--- src/inc/page_bus_defines.svh ---
// Constants of the page-mode external bus: bit positions, reset values, phase lengths
// Behaviour
// - Page mode enable set selects page cycles; cleared selects conventional multiplexed bus.
// - Address control register writes take effect only inside a timed-access window.
// - Select 00/01/10 give hits of 1/2/4 and misses of 2/4/8 clocks.
// - Page mode 1 puts both address bytes on high port; low port carries data.
// - Select 11: low address on low port, high port muxes address/data; fetch 2/4.
// - Page mode 2 data cycles take four clocks, hit or miss alike.
// - Page mode 1 fetch floats low port; opcode latched at strobe rising edge.
// - Data reads float the data port; data writes drive write data on it.
// - Changed upper address byte versus previous access is a miss, else a hit.
// - Hit drives low address byte on high port and strobes without address latch.
// - Miss first half drives upper byte, pulses latch strobe, strobes idle, low floats.
// - Upper byte stored per access; first access after entering page mode misses.
// - Select 00 holds fetch strobe a full clock, continuous across hit fetches.
// - Select 00 forces miss on every data move and on the following fetch.
// - Select 01 holds fetch strobe active one full clock per fetch.
// - Each stretch cycle added to a page-mode data access is four clocks.
// - Stretch codes 000-011 add 0-3 cycles; 100-111 add 7-10 cycles.
// - Select 00 strobe widths 1,3,7,11,15,19,23,27 clocks for codes 000-111.
// - Three-bit stretch select may be rewritten by software at any time.
// - Select 00 stretch widths follow the one-clock page mode 1 table.
// - Stretch 1 adds one setup clock and one hold clock, not four strobe clocks.
`ifndef PAGE_BUS_DEFINES_SVH
`define PAGE_BUS_DEFINES_SVH

`define LEN_W          6
`define ADDRESS_CONTROL_REG_RESET     8'h00
`define ADDRESS_CONTROL_REG_EN_BIT    7
`define ADDRESS_CONTROL_REG_SEL_HI    6
`define ADDRESS_CONTROL_REG_SEL_LO    5
`define SEL_1CLK       2'h0
`define SEL_2CLK       2'h1
`define SEL_4CLK       2'h2
`define SEL_PM2        2'h3
`define CONV_ADDR_LEN  6'h01
`define CONV_SETUP_LEN 6'h01
`define CONV_STB_LEN   6'h02
`define PM2_MISS_LEN   6'h02
`define PM2_SETUP_LEN  6'h01
`define PM2_STB_LEN    6'h01
`define STRETCH_CLKS   6'h04
`define STB_TRIM       6'h02
`define ST_FAST_SETUP  6'h01
`define ST_FAST_HOLD   6'h01
`define ST_SLOW_SETUP  6'h08
`define ST_SLOW_HOLD   6'h06
`define ST_SLOW_MIN    3'h4
`define LEN_ZERO       6'h00
`define LEN_ONE        6'h01

`endif

--- src/inc/page_bus_pkg.sv ---
// Types shared by the page-mode external bus modules
package page_bus_pkg;

  typedef enum logic [1:0] {
    KIND_FETCH = 2'h0,
    KIND_READ  = 2'h1,
    KIND_WRITE = 2'h2
  } kind_e;

  typedef enum logic [2:0] {
    ST_IDLE   = 3'h0,
    ST_ADDRHI = 3'h1,
    ST_SETUP  = 3'h2,
    ST_STROBE = 3'h3,
    ST_HOLD   = 3'h4
  } state_e;

  typedef struct packed {
    logic [5:0] alen;
    logic [5:0] setup;
    logic [5:0] strobe;
    logic [5:0] hold;
  } plan_s;

endpackage

--- src/inc/phase_if.sv ---
// Handshake between the bus sequencer and its phase timer
`timescale 1ns/1ps
interface phase_if;
  logic       load;
  logic [5:0] len;
  logic       last;
  logic       last_nxt;

  modport timer (input load, input len, output last, output last_nxt);
  modport ctrl  (output load, output len, input last, input last_nxt);
endinterface

--- src/hdl/page_mode_external_bus.sv ---
// Page-mode external memory bus sequencer with registered pin drivers
`timescale 1ns/1ps
`include "page_bus_defines.svh"
module page_mode_external_bus
  import page_bus_pkg::*;
(
  input  wire logic       clk,
  input  wire logic       rst,
  input  wire logic       req_valid,
  input  wire logic [1:0] req_kind,
  input  wire logic [15:0] req_addr,
  input  wire logic [7:0] req_wdata,
  output logic            req_ready,
  output logic            resp_valid,
  output logic [7:0]      resp_rdata,
  input  wire logic       address_control_reg_write,
  input  wire logic [7:0] address_control_reg_wdata,
  input  wire logic       timed_access_open,
  input  wire logic [2:0] stretch_select,
  output logic [7:0]      address_control_reg,
  output logic            page_miss_seen,
  input  wire logic [7:0] low_port_in,
  output logic [7:0]      low_port_out,
  output logic            low_port_oe,
  input  wire logic [7:0] high_port_in,
  output logic [7:0]      high_port_out,
  output logic            high_port_oe,
  output logic            ale,
  output logic            program_store_strobe_n,
  output logic            rd_n,
  output logic            wr_n
);

  // Phase lengths for one transfer; hit half splits into address lead and strobe
  function automatic plan_s make_plan(input logic pg, input logic [1:0] sel,
                                      input logic data, input logic [2:0] code);
    plan_s p;
    logic [5:0] h;
    p = '0;
    h = `LEN_ZERO;
    if (pg && sel != `SEL_PM2) begin
      h        = `LEN_ONE << sel;
      p.alen   = h;
      p.setup  = h >> 1;
      p.strobe = h - (h >> 1);
    end else if (pg && !data) begin
      p.alen   = `PM2_MISS_LEN;
      p.setup  = `PM2_SETUP_LEN;
      p.strobe = `PM2_STB_LEN;
    end else begin
      p.alen   = `CONV_ADDR_LEN;
      p.setup  = `CONV_SETUP_LEN;
      p.strobe = `CONV_STB_LEN;
    end
    if (data && code != 3'h0) begin
      // Each added stretch cycle is four clocks split over setup, strobe and hold
      p.strobe = p.strobe + `STRETCH_CLKS * {3'h0, code} - `STB_TRIM;
      if (code < `ST_SLOW_MIN) begin
        p.setup = p.setup + `ST_FAST_SETUP;
        p.hold  = `ST_FAST_HOLD;
      end else begin
        p.setup = p.setup + `ST_SLOW_SETUP;
        p.hold  = `ST_SLOW_HOLD;
      end
    end
    return p;
  endfunction

  phase_if ph ();

  phase_timer u_timer (
    .clk (clk),
    .rst (rst),
    .ph  (ph)
  );

  state_e      state_r;
  state_e      state_nxt;
  logic [7:0]  address_control_reg_r;
  logic [7:0]  page_r;
  logic        page_valid_r;
  logic        force_next_r;
  logic        pg_r;
  logic [1:0]  sel_r;
  kind_e       kind_r;
  logic [15:0] addr_r;
  logic [7:0]  wdata_r;
  plan_s       plan_r;
  plan_s       plan_nxt;
  logic        pg_now;
  logic [1:0]  sel_now;
  logic        data_now;
  logic        miss_now;
  logic        fin_now;
  logic        take;
  logic [5:0]  hold_eff;
  logic        cap_r;
  logic        end_r;
  logic        hi_data_r;
  logic [7:0]  lo_nxt;
  logic        lo_oe_nxt;
  logic [7:0]  hi_nxt;
  logic        hi_oe_nxt;
  logic        ale_nxt;
  logic        stb_nxt;

  assign pg_now   = address_control_reg_r[`ADDRESS_CONTROL_REG_EN_BIT];
  assign sel_now  = address_control_reg_r[`ADDRESS_CONTROL_REG_SEL_HI:`ADDRESS_CONTROL_REG_SEL_LO];
  assign data_now = (req_kind != KIND_FETCH);
  assign plan_nxt = make_plan(pg_now, sel_now, data_now, stretch_select);

  // Miss when page unknown, upper byte moved, or forced around data moves
  always_comb begin
    miss_now = 1'b1;
    if (pg_now && !(sel_now == `SEL_PM2 && data_now)) begin
      miss_now = !page_valid_r || (req_addr[15:8] != page_r);
      if (sel_now == `SEL_1CLK && (data_now || force_next_r)) begin
        miss_now = 1'b1;
      end
    end
  end

  assign fin_now = (state_r == ST_IDLE) || (state_r == ST_HOLD && ph.last)
                || (state_r == ST_STROBE && ph.last && plan_r.hold == `LEN_ZERO);
  assign take     = req_valid && fin_now;
  assign hold_eff = take ? plan_nxt.hold : plan_r.hold;

  // Sequencer: back-to-back takes avoid a gap so select 00 hit fetch strobes stay joined
  always_comb begin
    state_nxt = state_r;
    ph.load   = 1'b0;
    ph.len    = `LEN_ONE;
    if (take) begin
      ph.load = 1'b1;
      if (miss_now) begin
        state_nxt = ST_ADDRHI;
        ph.len    = plan_nxt.alen;
      end else if (plan_nxt.setup != `LEN_ZERO) begin
        state_nxt = ST_SETUP;
        ph.len    = plan_nxt.setup;
      end else begin
        state_nxt = ST_STROBE;
        ph.len    = plan_nxt.strobe;
      end
    end else begin
      case (state_r)
        ST_IDLE:   state_nxt = ST_IDLE;
        ST_ADDRHI: begin
          if (ph.last) begin
            ph.load = 1'b1;
            if (plan_r.setup != `LEN_ZERO) begin
              state_nxt = ST_SETUP;
              ph.len    = plan_r.setup;
            end else begin
              state_nxt = ST_STROBE;
              ph.len    = plan_r.strobe;
            end
          end
        end
        ST_SETUP: begin
          if (ph.last) begin
            ph.load   = 1'b1;
            state_nxt = ST_STROBE;
            ph.len    = plan_r.strobe;
          end
        end
        ST_STROBE: begin
          if (ph.last && plan_r.hold != `LEN_ZERO) begin
            ph.load   = 1'b1;
            state_nxt = ST_HOLD;
            ph.len    = plan_r.hold;
          end else if (ph.last) begin
            state_nxt = ST_IDLE;
          end
        end
        ST_HOLD: begin
          if (ph.last) begin
            state_nxt = ST_IDLE;
          end
        end
        default: begin
          state_nxt = ST_IDLE;
        end
      endcase
    end
  end

  always_ff @(posedge clk) begin
    if (rst) begin
      state_r <= ST_IDLE;
    end else begin
      state_r <= state_nxt;
    end
  end

  // Ready predicts next cycle's take point so it can be a flop
  always_ff @(posedge clk) begin
    if (rst) begin
      req_ready <= 1'b1;
    end else begin
      req_ready <= (state_nxt == ST_IDLE)
                || (state_nxt == ST_STROBE && ph.last_nxt && hold_eff == `LEN_ZERO)
                || (state_nxt == ST_HOLD && ph.last_nxt);
    end
  end

  // Address control register only moves inside a timed-access window
  always_ff @(posedge clk) begin
    if (rst) begin
      address_control_reg_r <= `ADDRESS_CONTROL_REG_RESET;
    end else if (address_control_reg_write && timed_access_open) begin
      address_control_reg_r <= address_control_reg_wdata;
    end
  end

  assign address_control_reg = address_control_reg_r;

  // Page tracking; any mode change or page mode off forgets the page
  always_ff @(posedge clk) begin
    if (rst) begin
      page_r         <= 8'h00;
      page_valid_r   <= 1'b0;
      force_next_r   <= 1'b0;
      page_miss_seen <= 1'b0;
    end else if ((address_control_reg_write && timed_access_open) || !pg_now) begin
      page_valid_r <= 1'b0;
      force_next_r <= 1'b0;
    end else if (take) begin
      page_r         <= req_addr[15:8];
      page_valid_r   <= 1'b1;
      force_next_r   <= data_now && sel_now == `SEL_1CLK;
      page_miss_seen <= miss_now;
    end
  end

  // Transfer context captured at take
  always_ff @(posedge clk) begin
    if (rst) begin
      pg_r    <= 1'b0;
      sel_r   <= `SEL_1CLK;
      kind_r  <= KIND_FETCH;
      addr_r  <= 16'h0000;
      wdata_r <= 8'h00;
      plan_r  <= '0;
    end else if (take) begin
      pg_r    <= pg_now;
      sel_r   <= sel_now;
      kind_r  <= kind_e'(req_kind);
      addr_r  <= req_addr;
      wdata_r <= req_wdata;
      plan_r  <= plan_nxt;
    end
  end

  // Pin values for the current phase; registered below so pins lag one clock
  always_comb begin
    lo_nxt    = 8'h00;
    lo_oe_nxt = 1'b0;
    hi_nxt    = 8'h00;
    hi_oe_nxt = 1'b0;
    ale_nxt   = 1'b0;
    stb_nxt   = (state_r == ST_STROBE);
    if (state_r == ST_ADDRHI) begin
      ale_nxt   = !ph.last || (plan_r.alen == `LEN_ONE);
      hi_nxt    = addr_r[15:8];
      hi_oe_nxt = 1'b1;
      if (!pg_r || sel_r == `SEL_PM2) begin
        lo_nxt    = addr_r[7:0];
        lo_oe_nxt = 1'b1;
      end
    end else if (state_r != ST_IDLE) begin
      if (pg_r && sel_r != `SEL_PM2) begin
        hi_nxt    = addr_r[7:0];
        hi_oe_nxt = 1'b1;
        lo_nxt    = wdata_r;
        lo_oe_nxt = (kind_r == KIND_WRITE);
      end else if (pg_r) begin
        lo_nxt    = addr_r[7:0];
        lo_oe_nxt = 1'b1;
        hi_nxt    = wdata_r;
        hi_oe_nxt = (kind_r == KIND_WRITE);
      end else begin
        hi_nxt    = addr_r[15:8];
        hi_oe_nxt = 1'b1;
        lo_nxt    = wdata_r;
        lo_oe_nxt = (kind_r == KIND_WRITE);
      end
    end
  end

  // ALE falls a clock before the byte moves; one-clock phases keep it throughout
  always_ff @(posedge clk) begin
    if (rst) begin
      ale <= 1'b0;
    end else begin
      ale <= ale_nxt;
    end
  end

  always_ff @(posedge clk) begin
    if (rst) begin
      low_port_out           <= 8'h00;
      low_port_oe            <= 1'b0;
      high_port_out          <= 8'h00;
      high_port_oe           <= 1'b0;
      program_store_strobe_n <= 1'b1;
      rd_n                   <= 1'b1;
      wr_n                   <= 1'b1;
    end else begin
      low_port_out           <= lo_nxt;
      low_port_oe            <= lo_oe_nxt;
      high_port_out          <= hi_nxt;
      high_port_oe           <= hi_oe_nxt;
      program_store_strobe_n <= !(stb_nxt && kind_r == KIND_FETCH);
      rd_n                   <= !(stb_nxt && kind_r == KIND_READ);
      wr_n                   <= !(stb_nxt && kind_r == KIND_WRITE);
    end
  end

  // Read data sampled in the last strobe clock, i.e. at the strobe's rising edge
  always_ff @(posedge clk) begin
    if (rst) begin
      cap_r      <= 1'b0;
      end_r      <= 1'b0;
      hi_data_r  <= 1'b0;
      resp_valid <= 1'b0;
      resp_rdata <= 8'h00;
    end else begin
      cap_r      <= state_r == ST_STROBE && ph.last && kind_r != KIND_WRITE;
      end_r      <= fin_now && state_r != ST_IDLE;
      hi_data_r  <= pg_r && sel_r == `SEL_PM2;
      resp_valid <= end_r;
      if (cap_r) begin
        resp_rdata <= hi_data_r ? high_port_in : low_port_in;
      end
    end
  end

endmodule

--- src/hdl/phase_timer.sv ---
// Down counter timing one bus phase
`timescale 1ns/1ps
`include "page_bus_defines.svh"
module phase_timer
  import page_bus_pkg::*;
(
  input wire logic  clk,
  input wire logic  rst,
  phase_if.timer    ph
);
  logic [`LEN_W-1:0] cnt_r;

  // Load with length minus one so last marks the final clock
  always_ff @(posedge clk) begin
    if (rst) begin
      cnt_r <= `LEN_ZERO;
    end else if (ph.load) begin
      cnt_r <= ph.len - `LEN_ONE;
    end else if (cnt_r != `LEN_ZERO) begin
      cnt_r <= cnt_r - `LEN_ONE;
    end
  end

  assign ph.last     = (cnt_r == `LEN_ZERO);
  assign ph.last_nxt = ph.load ? (ph.len == `LEN_ONE) : (cnt_r <= `LEN_ONE);
endmodule

--- config.mk ---
export PLATFORM = sky130hd
export DESIGN_NAME = page_mode_external_bus
export DESIGN_NICKNAME = d
export VERILOG_FILES = /design/src/inc/page_bus_pkg.sv /design/src/inc/phase_if.sv /design/src/hdl/page_mode_external_bus.sv /design/src/hdl/phase_timer.sv
export VERILOG_INCLUDE_DIRS = /design/src /design/src/inc
export SDC_FILE = /design/constraint.sdc
export NUM_CORES = 1
export LEC_CHECK = 0
export BUFFER_PORTS_ARGS = -buffer_cell sky130_fd_sc_hd__buf_2
export CAP_MARGIN = 20
export CELL_PAD_IN_SITES_DETAIL_PLACEMENT = 1
export CELL_PAD_IN_SITES_GLOBAL_PLACEMENT = 2
export CORE_UTILIZATION = 34
export CTS_BUF_LIST = sky130_fd_sc_hd__clkbuf_4 sky130_fd_sc_hd__clkbuf_8
export DETAILED_ROUTE_END_ITERATION = 12
export PLACE_DENSITY = 0.81
export SLEW_MARGIN = 20
export SYNTH_ARGS = -nofsm -noshare
export SYNTH_HDL_FRONTEND = slang
export SYNTH_HIERARCHICAL = 1
export SYNTH_SLANG_ARGS = --single-unit
--- constraint.sdc ---
create_clock -name clk -period 4.45 [get_ports clk]
set_input_delay 1.335 -clock clk [delete_from_list [all_inputs] [get_ports clk]]
set_output_delay 1.335 -clock clk [all_outputs]
set_load 0.01 [all_outputs]
==> impl_metrics.json <==
{
  "status": "completed",
  "cts_tree": "done",
  "crit_arrival_ns": 4.14,
  "dpl.hpwl_um": 10400,
  "avgRoutedWirePerCell_um": 16.3,
  "rows": 43,
  "start_util": 0.353,
  "cts_resized": 0,
  "die_area_sq_um": 15100,
  "netlist_top_cells_area": "dfxtp_1 43%, nand2_1 8.0%, a21oi_1 5.9%, mux2i_1 5.6%, nor2_1 3.5%",
  "combPwrFrac": 0.356,
  "hp-class": "reg -> reg",
  "clk_latency_ns": 0.38,
  "reg_top3": "addr_r (16), plan_r (16)",
  "clockBufferDepth": 2,
  "firstDrtPassIters": 4,
  "ys_types": 60,
  "yosysWarnings": 6,
  "rsz0062_at_grt": "no",
  "postCtsSetupBuffers": 0,
  "gp_congestion": 0.804,
  "portBuffers": 98,
  "reg2reg_slack_ns": 0.58,
  "intPower_w": 0.00176,
  "cts_sinks": 108,
  "cp-start-kind": "flop",
  "path_class": "reg -> reg",
  "seq_area_sq_um": 2160,
  "die_w_um": 123,
  "r2r-start": "u_timer/cnt_r[2]$_SDFFE_PP0P_",
  "clkSlewWorstSetupHoldPaths_ns": 0.10,
  "grt_max_degree": 64,
  "timing.rr.end": "req_ready$_SDFF_PP1_",
  "vdd_drop_max_v": 0.000179,
  "drive_gt1_frac": 0.212,
  "synth_edf_count": 0,
  "end_kind": "flop",
  "worstMarginPinSlew_ns": 0.843,
  "areaGrowthSynthToFinish_pct": 16.2,
  "diodes": 0,
  "power_frac_seq": 0.418,
  "synth_top_area_cell": "dfxtp_1",
  "holdPathStages": 1,
  "leakage_nw": 2.40,
  "critPathMaxFanout": 31,
  "fin_nets": 740,
  "synth_seq_cells": 108,
  "finClkSkew_ns": 0.00691,
  "syn_inst": 587,
  "grt_pass1_vias": 4464,
  "required_ns": 4.72,
  "period_share": 0.870,
  "fillers": 1712,
  "max_freq_mhz": 258,
  "drc": 0,
  "cp-endpoint": "req_ready$_SDFF_PP1_",
  "syn_area_per_cell_sq_um": 8.47,
  "finalNonFillerCells": 855,
  "antenna_found_initial": 0,
  "ant_nets": 0,
  "utilization": 0.410,
  "track_usage": 0.196,
  "tns_ns": 0,
  "grt_pass1_wl_um": 22800,
  "core_sq_um": 14100,
  "syn_area_sq_um": 4970,
  "cap_violations": 0,
  "async_reset_ff_frac": 0,
  "min_period_ns": 3.87,
  "grt_overflow_total": 0,
  "synth_ff_type": "dfxtp_1",
  "switching_share": 0.384,
  "cpMaxStageDelayCell": "o32ai_2",
  "multi_input_area_sq_um": 2560,
  "whs_ns": 0.422,
  "num_vias": 4400,
  "crit_top_cell": "a31oi_1",
  "relSlewSlack": 0.435,
  "ctsHoldBuffers": 0,
  "cts_max_level": 3,
  "slowest_delay_ns": 0.42,
  "power.density_nw_per_um2": 493,
  "cts_root_buffer": "clkbuf_8",
  "drv_slew": 0,
  "dp_cells": 839,
  "drt-initial-drc-count": 165,
  "setup_viol": 0,
  "switchingPower_w": 0.00109,
  "reg2reg_depth": 14,
  "clockPowerShare": 0.226,
  "cts_buffers": 9,
  "hold_violations": 0,
  "wirelength_um": 13900,
  "die_h_um": 123,
  "critPathLaunch": "u_timer/cnt_r[2]$_SDFFE_PP0P_",
  "crit_chain": "nor2_1, nand3_1, inv_1, nand2b_1, o32ai_2, and2_2, buf_4, a31oi_1, ha_1, nand3b_1, o22ai_1, o21a_1, a31oi_1, o31ai_1",
  "vias_per_cell": 5.15,
  "synth_top_area_frac": 0.435,
  "yosysSeqAreaShare": 0.435,
  "pin_count": 99
}
per-layer routing:
metal	routed length, um	up-vias	track usage
met1	6810	2102	0.266
li1	-	2189	-
met4	196	0	0.0579
met5	0	-	0
met2	6270	94	0.312
met3	630	15	0.0387
cells in the mapped netlist, types with 4 or more instances:
library cell,count
o21ai_0,17
dfxtp_1,108
a31oi_1,8
xnor2_1,14
nor3_1,10
nor3b_1,6
buf_4,4
clkbuf_1,21
mux2i_1,28
nor4_1,4
nand3b_1,4
nor2b_1,7
nand3_1,20
nor2_1,47
a211oi_1,13
buf_2,7
a22oi_1,8
inv_1,21
a21oi_1,59
nand2_1,106
ha_1,11
worst max-delay path: cells and delay by family, from the launching register on:
family          cells  cell delay [ns]
fa+ha+maj           1             0.30
buf+inv             2             0.66
simple gates        5             1.18
compound gates      6             1.27
flops               1             0.35
how the worst min path moves through the flow:
| stage | to | start | slack, ns |
|---|---|---|---|
| after detailed placement | rd_n$_SDFF_PP1_ | kind_r[0]$_SDFFE_PP0N_ | 0.41 |
| after CTS | rd_n$_SDFF_PP1_ | kind_r[0]$_SDFFE_PP0N_ | 0.43 |
| after floorplan | rd_n$_SDFF_PP1_ | kind_r[0]$_SDFFE_PP0N_ | 0.38 |
| final | rd_n$_SDFF_PP1_ | kind_r[0]$_SDFFE_PP0N_ | 0.42 |
| after global routing | rd_n$_SDFF_PP1_ | kind_r[0]$_SDFFE_PP0N_ | 0.46 |
| after global placement | rd_n$_SDFF_PP1_ | kind_r[0]$_SDFFE_PP0N_ | 0.40 |
layout by cell type (no fill, tap or decap), drive strengths merged, types with 8 or more instances in the layout:
cell | netlist | layout
a22oi | 8 | 8
clkbuf | 21 | 12
a211oi | 15 | 15
a31oi | 8 | 8
mux2i | 28 | 28
ha | 11 | 11
nor2 | 50 | 50
a21oi | 59 | 59
buf | 14 | 105
dfxtp | 108 | 108
nor3 | 11 | 11
nand2 | 106 | 106
o21ai | 18 | 18
nand3 | 21 | 21
inv | 21 | 23
xnor2 | 14 | 14
cell families after synthesis:
logic type,after synthesis,synth area share
muxes,29,0.0586
AOI/OAI and AO/OA,135,0.177
xor gates and xnor gates,17,0.0299
adders and majority gates,12,0.0317
and+or+nand+nor,229,0.214
other,1,0.000754
buffers and inverters,56,0.0523
DFF,108,0.435
layout make-up:
cell class | count | area share
Timing Repair Buffer | 105 | 0.0944
Sequential cell | 108 | 0.374
Multi-Input combinational cell | 425 | 0.443
Clock inverter | 4 | 0.00974
Tap cell | 180 | 0.0390
Clock buffer | 12 | 0.0264
Inverter | 21 | 0.0136
power by group through the flow:
stage | clock network [W] | registers [W] | logic, W
final | 0.000644 | 0.00119 | 0.00101
after floorplan | 0 | 0.00118 | 0.000753
after detailed placement | 0 | 0.00121 | 0.00101
after global placement | 0 | 0.00121 | 0.000989
after global routing | 0.000711 | 0.00121 | 0.00113
after CTS | 0.000664 | 0.00119 | 0.00102
per-stage QoR:
stage	total power [W]	worst slack, ns	area (sq um)
after CTS	0.00287	0.620	5780
final	0.00285	0.579	5780
after global routing	0.00305	0.246	5780
after floorplan	0.00193	0.958	4980
after global placement	0.00219	0.631	5570
after detailed placement	0.00223	0.438	5570
Note: power is estimated with default switching activity, not from simulation.
